### config.mk
export PLATFORM = sky130hd
export DESIGN_NAME = usb_toggle_frame_address
export DESIGN_NICKNAME = d
export VERILOG_FILES = /design/src/rtl/usb_tfa_pkg.sv /design/src/rtl/toggle_bank.sv /design/src/rtl/usb_toggle_frame_address.sv
export SDC_FILE = /design/constraint.sdc
export NUM_CORES = 1
export LEC_CHECK = 0
export BUFFER_PORTS_ARGS = -buffer_cell sky130_fd_sc_hd__buf_2
export CORE_UTILIZATION = 55
export CTS_BUF_LIST = sky130_fd_sc_hd__clkbuf_8
export CTS_CLUSTER_DIAMETER = 80
export CTS_CLUSTER_SIZE = 12
export DETAILED_ROUTE_END_ITERATION = 10
export GPL_ROUTABILITY_DRIVEN = 0
export PLACE_DENSITY = 0.85
export SETUP_SLACK_MARGIN = 0.3
export SLEW_MARGIN = 20
export SYNTH_ARGS = -nofsm -noshare
export SYNTH_HDL_FRONTEND = slang
export SYNTH_SLANG_ARGS = --single-unit
### constraint.sdc
create_clock -name clk_in -period 3.65 [get_ports clk_in]
set_input_delay 0.73 -clock clk_in [delete_from_list [all_inputs] [get_ports clk_in]]
set_output_delay 0.73 -clock clk_in [all_outputs]
set_load 0.005 [all_outputs]
### src/rtl/usb_tfa_pkg.sv
// Summary of operation
// - Toggle control reached only through subaddress 57h.
// - Bit 7 reads selected endpoint toggle.
// - Writing 1 to bit 6 forces DATA1.
// - Writing 1 to bit 5 with bit 6 at 0 forces DATA0.
// - Toggle force bits always read zero.
// - Bit 4 selects direction, 1 is IN.
// - Bits 1 to 0 select endpoint 0-3.
// - Frame count updates on every Start of Frame.
// - Subaddress 58h reads frame count bits 7-0.
// - Subaddress 59h reads frame count bits 10-8.
// - Subaddress 5Bh reads 7-bit function address.
// - Accept only tokens matching the function address.
package usb_tfa_pkg;
	localparam int EP_COUNT = 4;
	localparam logic [7:0] SA_TOGGLE = 8'h57;
	localparam logic [7:0] SA_FCOUNT_LO = 8'h58;
	localparam logic [7:0] SA_FCOUNT_HI = 8'h59;
	localparam logic [7:0] SA_FUNCTION_ADDRESS_FIELD = 8'h5B;
	localparam int TOG_VALUE_BIT = 7;
	localparam int TOG_FORCE_ONE_BIT = 6;
	localparam int TOG_FORCE_ZERO_BIT = 5;
	localparam int TOG_DIR_BIT = 4;
	localparam int TOG_EP_LSB = 0;
	localparam logic [3:0] PID_OUT = 4'h1;
	localparam logic [3:0] PID_IN = 4'h9;
	localparam logic [3:0] PID_SOF = 4'h5;
	localparam logic [3:0] PID_SETUP = 4'hD;
	localparam logic [7:0] RST_SUBADDR = 8'h00;
	localparam logic [10:0] RST_FCOUNT = 11'h000;
	localparam logic [6:0] RST_FUNCTION_ADDRESS_FIELD = 7'h00;
	localparam logic [EP_COUNT-1:0] RST_TOGGLES = '0;

	typedef struct packed {
		logic wr;
		logic rd;
		logic sel_data;
		logic [7:0] wdata;
	} cpu_req_t;

	typedef struct packed {
		logic valid;
		logic [3:0] pid;
		logic [6:0] addr;
		logic [3:0] endp;
		logic [10:0] frame;
	} token_t;

	typedef struct packed {
		logic [EP_COUNT-1:0] bits;
	} tog_state_t;

	typedef struct packed {
		logic [7:0] subaddr;
		logic dir;
		logic [1:0] ep;
		logic [10:0] fcount;
		logic [6:0] function_address_field;
		logic [7:0] rdata;
		logic accept;
		logic [3:0] accept_pid;
		logic [3:0] accept_ep;
	} tfa_state_t;
endpackage

### src/rtl/toggle_bank.sv
`timescale 1ns/1ps
`default_nettype none
module toggle_bank
	import usb_tfa_pkg::*;
#(
	parameter int N = EP_COUNT
)
(
	// Clock and reset.
	input wire logic clk_in,
	input wire logic rst_n_in,
	// Software force strobes.
	input wire logic force_one_in,
	input wire logic force_zero_in,
	input wire logic [1:0] force_sel_in,
	// Transaction engine flip.
	input wire logic flip_in,
	input wire logic [1:0] flip_sel_in,
	// Toggle state.
	output logic [N-1:0] toggles_out
);
	// The select inputs are two bits wide, so only four endpoints can be served.
	if (N != EP_COUNT)
	begin
		$error("toggle_bank supports exactly four endpoints.");
	end

	tog_state_t s_r;
	tog_state_t s_nxt;

	// =========================================================
	// Toggle update; software force takes priority over a flip.
	always_comb
	begin
		s_nxt = s_r;
		if (flip_in)
			s_nxt.bits[flip_sel_in] = ~s_r.bits[flip_sel_in];
		if (force_one_in)
			s_nxt.bits[force_sel_in] = 1'b1;
		else if (force_zero_in)
			s_nxt.bits[force_sel_in] = 1'b0;
	end

	always_ff @(posedge clk_in or negedge rst_n_in)
	begin
		if (!rst_n_in)
			s_r <= '{bits: RST_TOGGLES};
		else
			s_r <= s_nxt;
	end

	assign toggles_out = s_r.bits;
endmodule
`default_nettype wire

### src/rtl/usb_toggle_frame_address.sv
`timescale 1ns/1ps
`default_nettype none
module usb_toggle_frame_address
	import usb_tfa_pkg::*;
(
	// Clock and reset.
	input wire logic clk_in,
	input wire logic rst_n_in,
	// Software access: subaddress select or subdata register.
	input wire cpu_req_t cpu_in,
	output logic [7:0] rdata_out,
	// Decoded tokens from the packet receiver.
	input wire token_t token_in,
	// Function address assignment and bus reset.
	input wire logic addr_load_in,
	input wire logic [6:0] addr_value_in,
	input wire logic bus_reset_in,
	// Toggle flip from the transaction engine.
	input wire logic tog_flip_in,
	input wire logic tog_flip_dir_in,
	input wire logic [1:0] tog_flip_ep_in,
	// Token acceptance and state to the transaction engine.
	output logic tok_accept_out,
	output logic [3:0] tok_accept_pid_out,
	output logic [3:0] tok_accept_ep_out,
	output logic [EP_COUNT-1:0] tog_in_out,
	output logic [EP_COUNT-1:0] tog_out_out,
	output logic [10:0] frame_count_out,
	output logic [6:0] func_addr_out
);
	tfa_state_t s_r;
	tfa_state_t s_nxt;
	logic data_wr;
	logic data_rd;
	logic tog_wr;
	logic cur_tog;
	logic sof_seen;
	logic [7:0] rd_mux;

	// =========================================================
	// Access decode.
	assign data_wr = cpu_in.wr && cpu_in.sel_data;
	assign data_rd = cpu_in.rd && cpu_in.sel_data;
	assign tog_wr = data_wr && (s_r.subaddr == SA_TOGGLE);
	assign cur_tog = s_r.dir ? tog_in_out[s_r.ep] : tog_out_out[s_r.ep];
	assign sof_seen = token_in.valid && (token_in.pid == PID_SOF);

	// =========================================================
	// Toggle banks for IN and OUT endpoints.
	toggle_bank #(.N(EP_COUNT)) u_in_bank (
		.clk_in(clk_in),
		.rst_n_in(rst_n_in),
		.force_one_in(tog_wr && cpu_in.wdata[TOG_DIR_BIT] && cpu_in.wdata[TOG_FORCE_ONE_BIT]),
		.force_zero_in(tog_wr && cpu_in.wdata[TOG_DIR_BIT] && cpu_in.wdata[TOG_FORCE_ZERO_BIT]),
		.force_sel_in(cpu_in.wdata[TOG_EP_LSB +: 2]),
		.flip_in(tog_flip_in && tog_flip_dir_in),
		.flip_sel_in(tog_flip_ep_in),
		.toggles_out(tog_in_out)
	);

	toggle_bank #(.N(EP_COUNT)) u_out_bank (
		.clk_in(clk_in),
		.rst_n_in(rst_n_in),
		.force_one_in(tog_wr && !cpu_in.wdata[TOG_DIR_BIT] && cpu_in.wdata[TOG_FORCE_ONE_BIT]),
		.force_zero_in(tog_wr && !cpu_in.wdata[TOG_DIR_BIT] && cpu_in.wdata[TOG_FORCE_ZERO_BIT]),
		.force_sel_in(cpu_in.wdata[TOG_EP_LSB +: 2]),
		.flip_in(tog_flip_in && !tog_flip_dir_in),
		.flip_sel_in(tog_flip_ep_in),
		.toggles_out(tog_out_out)
	);

	// =========================================================
	// Read data selection.
	always_comb
	begin
		rd_mux = 8'h00;
		if (!cpu_in.sel_data)
			rd_mux = s_r.subaddr;
		else
		begin
			unique case (s_r.subaddr)
				SA_TOGGLE:
					rd_mux = {cur_tog, 2'b00, s_r.dir, 2'b00, s_r.ep};
				SA_FCOUNT_LO:
					rd_mux = s_r.fcount[7:0];
				SA_FCOUNT_HI:
					rd_mux = {5'h00, s_r.fcount[10:8]};
				SA_FUNCTION_ADDRESS_FIELD:
					rd_mux = {1'b0, s_r.function_address_field};
				default:
					rd_mux = 8'h00;
			endcase
		end
	end

	// =========================================================
	// State update.
	always_comb
	begin
		s_nxt = s_r;
		s_nxt.accept = 1'b0;
		if (cpu_in.wr && !cpu_in.sel_data)
			s_nxt.subaddr = cpu_in.wdata;
		if (tog_wr)
		begin
			s_nxt.dir = cpu_in.wdata[TOG_DIR_BIT];
			s_nxt.ep = cpu_in.wdata[TOG_EP_LSB +: 2];
		end
		if (cpu_in.rd)
			s_nxt.rdata = rd_mux;
		if (sof_seen)
			s_nxt.fcount = token_in.frame;
		if (bus_reset_in)
			s_nxt.function_address_field = RST_FUNCTION_ADDRESS_FIELD;
		else if (addr_load_in)
			s_nxt.function_address_field = addr_value_in;
		if (token_in.valid && !sof_seen && (token_in.addr == s_r.function_address_field))
		begin
			s_nxt.accept = 1'b1;
			s_nxt.accept_pid = token_in.pid;
			s_nxt.accept_ep = token_in.endp;
		end
	end

	always_ff @(posedge clk_in or negedge rst_n_in)
	begin
		if (!rst_n_in)
		begin
			s_r <= '{subaddr: RST_SUBADDR, dir: 1'b0, ep: 2'b00, fcount: RST_FCOUNT,
				function_address_field: RST_FUNCTION_ADDRESS_FIELD, rdata: 8'h00, accept: 1'b0, accept_pid: 4'h0,
				accept_ep: 4'h0};
		end
		else
			s_r <= s_nxt;
	end

	assign rdata_out = s_r.rdata;
	assign tok_accept_out = s_r.accept;
	assign tok_accept_pid_out = s_r.accept_pid;
	assign tok_accept_ep_out = s_r.accept_ep;
	assign frame_count_out = s_r.fcount;
	assign func_addr_out = s_r.function_address_field;

	// =========================================================
	// Assertions.
	property p_indirect;
		@(posedge clk_in) disable iff (!rst_n_in)
		(data_wr && s_r.subaddr != SA_TOGGLE) |=> $stable(s_r.dir) && $stable(s_r.ep);
	endproperty
	a_indirect: assert property (p_indirect) else $error("Toggle fields changed off 57h.");

	property p_tog_read;
		@(posedge clk_in) disable iff (!rst_n_in)
		(data_rd && s_r.subaddr == SA_TOGGLE) |=> rdata_out[7] == $past(cur_tog);
	endproperty
	a_tog_read: assert property (p_tog_read) else $error("Toggle value read wrong.");

	property p_force_one;
		@(posedge clk_in) disable iff (!rst_n_in)
		(tog_wr && cpu_in.wdata[TOG_FORCE_ONE_BIT]) |=> cur_tog ##1 1'b1;
	endproperty
	a_force_one: assert property (p_force_one) else $error("Force to DATA1 failed.");

	property p_force_zero;
		@(posedge clk_in) disable iff (!rst_n_in)
		(tog_wr && cpu_in.wdata[6:5] == 2'b01) |=> !cur_tog;
	endproperty
	a_force_zero: assert property (p_force_zero) else $error("Force to DATA0 failed.");

	property p_strobe_zero;
		@(posedge clk_in) disable iff (!rst_n_in)
		(data_rd && s_r.subaddr == SA_TOGGLE) |=> rdata_out[6:5] == 2'b00 && rdata_out[3:2] == 2'b00;
	endproperty
	a_strobe_zero: assert property (p_strobe_zero) else $error("Strobe bits read nonzero.");

	property p_select;
		@(posedge clk_in) disable iff (!rst_n_in)
		tog_wr |=> s_r.dir == $past(cpu_in.wdata[4]) && s_r.ep == $past(cpu_in.wdata[1:0]);
	endproperty
	a_select: assert property (p_select) else $error("Endpoint select not stored.");

	property p_frame;
		@(posedge clk_in) disable iff (!rst_n_in)
		sof_seen |=> frame_count_out == $past(token_in.frame);
	endproperty
	a_frame: assert property (p_frame) else $error("Frame count not loaded.");

	property p_fc_lo;
		@(posedge clk_in) disable iff (!rst_n_in)
		(data_rd && s_r.subaddr == SA_FCOUNT_LO) |=> rdata_out == $past(s_r.fcount[7:0]);
	endproperty
	a_fc_lo: assert property (p_fc_lo) else $error("Frame count low read wrong.");

	property p_fc_hi;
		@(posedge clk_in) disable iff (!rst_n_in)
		(data_rd && s_r.subaddr == SA_FCOUNT_HI) |=> rdata_out == {5'h00, $past(s_r.fcount[10:8])};
	endproperty
	a_fc_hi: assert property (p_fc_hi) else $error("Frame count high read wrong.");

	property p_function_address_field;
		@(posedge clk_in) disable iff (!rst_n_in)
		(data_rd && s_r.subaddr == SA_FUNCTION_ADDRESS_FIELD) |=> rdata_out == {1'b0, $past(s_r.function_address_field)};
	endproperty
	a_function_address_field: assert property (p_function_address_field) else $error("Function address read wrong.");

	property p_match;
		@(posedge clk_in) disable iff (!rst_n_in)
		tok_accept_out |-> $past(token_in.valid) && $past(token_in.addr) == $past(s_r.function_address_field);
	endproperty
	a_match: assert property (p_match) else $error("Token accepted for other address.");

	property p_sof_quiet;
		@(posedge clk_in) disable iff (!rst_n_in)
		sof_seen |=> !tok_accept_out;
	endproperty
	a_sof_quiet: assert property (p_sof_quiet) else $error("Start of Frame raised an accept.");

	c_force: cover property (@(posedge clk_in) disable iff (!rst_n_in)
		tog_wr && cpu_in.wdata[TOG_FORCE_ONE_BIT]);
	c_sof: cover property (@(posedge clk_in) disable iff (!rst_n_in) sof_seen);
	c_accept: cover property (@(posedge clk_in) disable iff (!rst_n_in) tok_accept_out);
	c_flip: cover property (@(posedge clk_in) disable iff (!rst_n_in) tog_flip_in);
endmodule
`default_nettype wire

==> flow_summary_export.csv <==
group,metric,value,unit
run_status,status,"finished, final reports clean",
synth,synth_seq_cells,54,
synth,yosysTopAreaCell,"dfrtp_1",
synth,syn-num-nets,325,
sta,hold_viol_final,0,
synth,postSynthCellCount,272,
clock_network,insertion_delay,0.31,ns
die,rows,26,
global_route,grt_pass1_vias,1997,
routing,via_per_inst,5.48,
synth,synth_flop_cell,"dfrtp_1",
worst_setup_path,setup.worst_path.start,"token_in[22]",
synth,yosysSeqAreaShare,0.451,
sta,clock.fmax,0.535,GHz
sta,slew_viol_final,0,
pwr,p_int,1.15,mW
sta,period_needed,1.87,ns
pwr,power_per_cell_area,486,mW/mm²
sta,period_share,0.512,
sta,rsz0062_at_grt,"no",
worst_setup_path,max_stage_delay,0.45,ns
synth,synth_compound_area_frac,0.0806,
routing,drtIter0Drc,136,
sta,tightest_slew,0.771,ns
synth,yosys.area_share.simple,0.157,
worst_setup_path,critPathMaxFanout,9,
routing,drc,0,
clock_network,clk_pin_slew,0.10,ns
pwr,static-leakage-power,1.59,nW
synth,synth_top_cell_area_share,0.451,
die,dieWidth,75.8,µm
synth,synthArstFlopShare,1.00,
synth,synth_common_cells,"dfrtp_1, buf_4, mux2_2, nor2_1, nand2_1",
global_route,antenna_found_initial,0,
synth,synth_area_leaders,"dfrtp_1, mux2_2, buf_4",
clock_network,cts.sinks,54,
worst_setup_path,cp_slowest_cell,"and4_1",
synth,synth_warnings,0,
synth,synth_edf_count,0,
pwr,peakVddDrop,0.288,mV
final_layout,filler_cell_count,402,
clock_network,clockRootBuffer,"clkbuf_8",
worst_setup_path,crit_family,"simple AND/OR/NAND/NOR gates",
synth,synth_area,0.00300,mm²
global_route,grt_max_degree,37,
final_layout,drive_above_1_share,0.429,
routing,drt-pass1-iter-count,4,
flow_run,max_cap_violations,0,
clock_network,cts_buffers,5,
synth,synthAdderAreaFrac,0,
routing,vias,2185,
routing,drtAntennaViolNets,0,
worst_hold_path,hold_path_class,"in2async",
pwr,p_switching,476,µW
die,die-area,0.00574,mm²
sta,slew_headroom,0.486,
sta,fin_tns_setup,0,ns
sta,fin_skew,0.00888,ns
synth,synth_most_common_cell,"dfrtp_1",
die,core,0.00517,mm²
synth,synth_top_family_by_area,"simple AND/OR/NAND/NOR gates",
place,dp.cells,391,
place,port-buffer-count,95,
worst_setup_path,required,3.85,ns
global_route,grt_pass1_wl,9230,µm
final_layout,area_delta_synth_final,11.7,%
place,hpwl,4580,µm
clock_network,cts_tree,"done",
synth,synthXorXnorAreaFrac,0.0439,
die,die_h,75.8,µm
worst_setup_path,crit_type,"in2reg",
pwr,seqPwrFrac,0.501,
pwr,p_comb_frac,0.252,
worst_setup_path,critPathBufInv,1,
synth,avgSynthCellArea,11.0,µm²
die,ios,96,
worst_setup_path,arrival,2.07,ns
die,start_util,0.579,
global_route,grt_overflow,0,
routing,routed_wl,5960,µm
clock_network,clk_path_buf_depth,2,
clock_network,hold_buffers,0,
worst_setup_path,crit_chain,"buf_2 > and4bb_2 > nor4_1 > and4_1 > mux2_2",
clock_network,htreeDepth,2,
worst_setup_path,startpoint_type,"primary input",
global_route,grtUsageTotal,0.217,
final_layout,nNetsFinal,381,
worst_setup_path,regToRegStartpoint,"func_addr_out[2]$_DFFE_PN0P_",
routing,post_drt_wl_per_cell,14.9,µm
sta,finalSetupViolations,0,
pwr,clock_power_share,0.247,
final_layout,final_cells,399,
worst_setup_path,critPathCaptureType,"flip-flop",
pwr,power_switching_share,0.293,
synth,synth_cell_types,49,
final_layout,antenna_cells,0,
clock_network,cts_setup_buffers,0,
clock_network,cts.repair.resized,0,
synth,muxShareOfSynthArea,0.154,
## registers in the layout (all words and copies together), names as in the netlist
register	count
frame_count_out	11
s_r	11
rdata_out	8
func_addr_out	7
tok_accept_ep_out	4
tok_accept_pid_out	4
u_in_bank.toggles_out	4
u_out_bank.toggles_out	4
tok_accept_out	1
## placed cells by master (no fill, tap or decap), drive strengths merged, types with 5 or more instances in the layout
cell	count
nor2	17
o22ai	6
clkbuf	5
xnor2	5
o21ai	5
buf	96
xor2	10
nand2	13
dfrtp	54
nand3b	6
mux2	32
nor3	6
mux2i	10
a21oi	8
## layout make-up
type,count,area (µm²),share of cell area
Timing Repair Buffer,96,483,0.144
Multi-Input combinational cell,169,1300,0.389
Tap cell,70,87.6,0.0262
Clock buffer,5,68.8,0.0206
Sequential cell,54,1350,0.404
Clock inverter,3,43.8,0.0131
Inverter,2,7.51,0.00224
## routing by layer
layer  share of wire  wire length (µm)  global-route usage  vias to the layer above
met5               0                 0                   0                        -
met4          0.0096                57              0.0741                        0
met3           0.064               382              0.0569                        6
met2            0.47              2780               0.331                       81
met1            0.46              2740               0.302                     1039
li1                -                 -                   -                     1059
## power by group through the flow
stage	clock (mW)	combinational (mW)	sequential (mW)
3_3_place_gp	0	0.398	0.822
2_1_floorplan	0	0.312	0.801
6_report	0.401	0.409	0.814
3_5_place_dp	0	0.411	0.827
4_1_cts	0.412	0.413	0.815
5_1_grt	0.438	0.456	0.832
## worst reg2reg max path, cell delays in order, from the launching register on
cell and delay, ns:
dfrtp_1 0.44, xor2_1 0.17, nor4_1 0.25, and4_1 0.45
mux2_2 0.39
## metrics by stage
| step | setup slack, ns | total power [mW] | hold slack, ns | util | area (µm²) |
|---|---|---|---|---|---|
| floorplan | 1.77 | 1.11 | 0.434 | - | 3000 |
| global placement | 1.47 | 1.22 | 0.487 | 0.625 | 3230 |
| detailed placement | 1.44 | 1.24 | 0.495 | 0.625 | 3230 |
| CTS | 1.77 | 1.64 | 0.510 | 0.647 | 3340 |
| global route | 1.65 | 1.73 | 0.534 | 0.647 | 3340 |
| finish | 1.78 | 1.62 | 0.486 | 0.647 | 3340 |
## logic make-up (layout without fill, tap and decap cells)
family,count (synthesis),after routing
and+or+nand+nor,75,75
DFF,54,54
buffers and inverters,49,106
muxes,42,42
AOI/OAI and AO/OA,37,37
xor gates and xnor gates,15,15
## path summary, 6_finish.rpt
kind / endpoint / cells past startpoint / slack (ns)
max in group asynchronous: tok_accept_pid_out[0]$_DFFE_PN0P_ / 2 / 2.43
hold reg to reg: tok_accept_ep_out[0]$_DFFE_PN0P_ / 1 / 0.51
hold / removal: frame_count_out[3]$_DFFE_PN0P_ / 1 / 0.49
min in group clk_in: tok_accept_ep_out[0]$_DFFE_PN0P_ / 1 / 0.51
setup reg to reg: tok_accept_pid_out[2]$_DFFE_PN0P_ / 4 / 1.84
setup / recovery: tok_accept_pid_out[2]$_DFFE_PN0P_ / 5 / 1.78
Power figures use the tool's default switching activity.
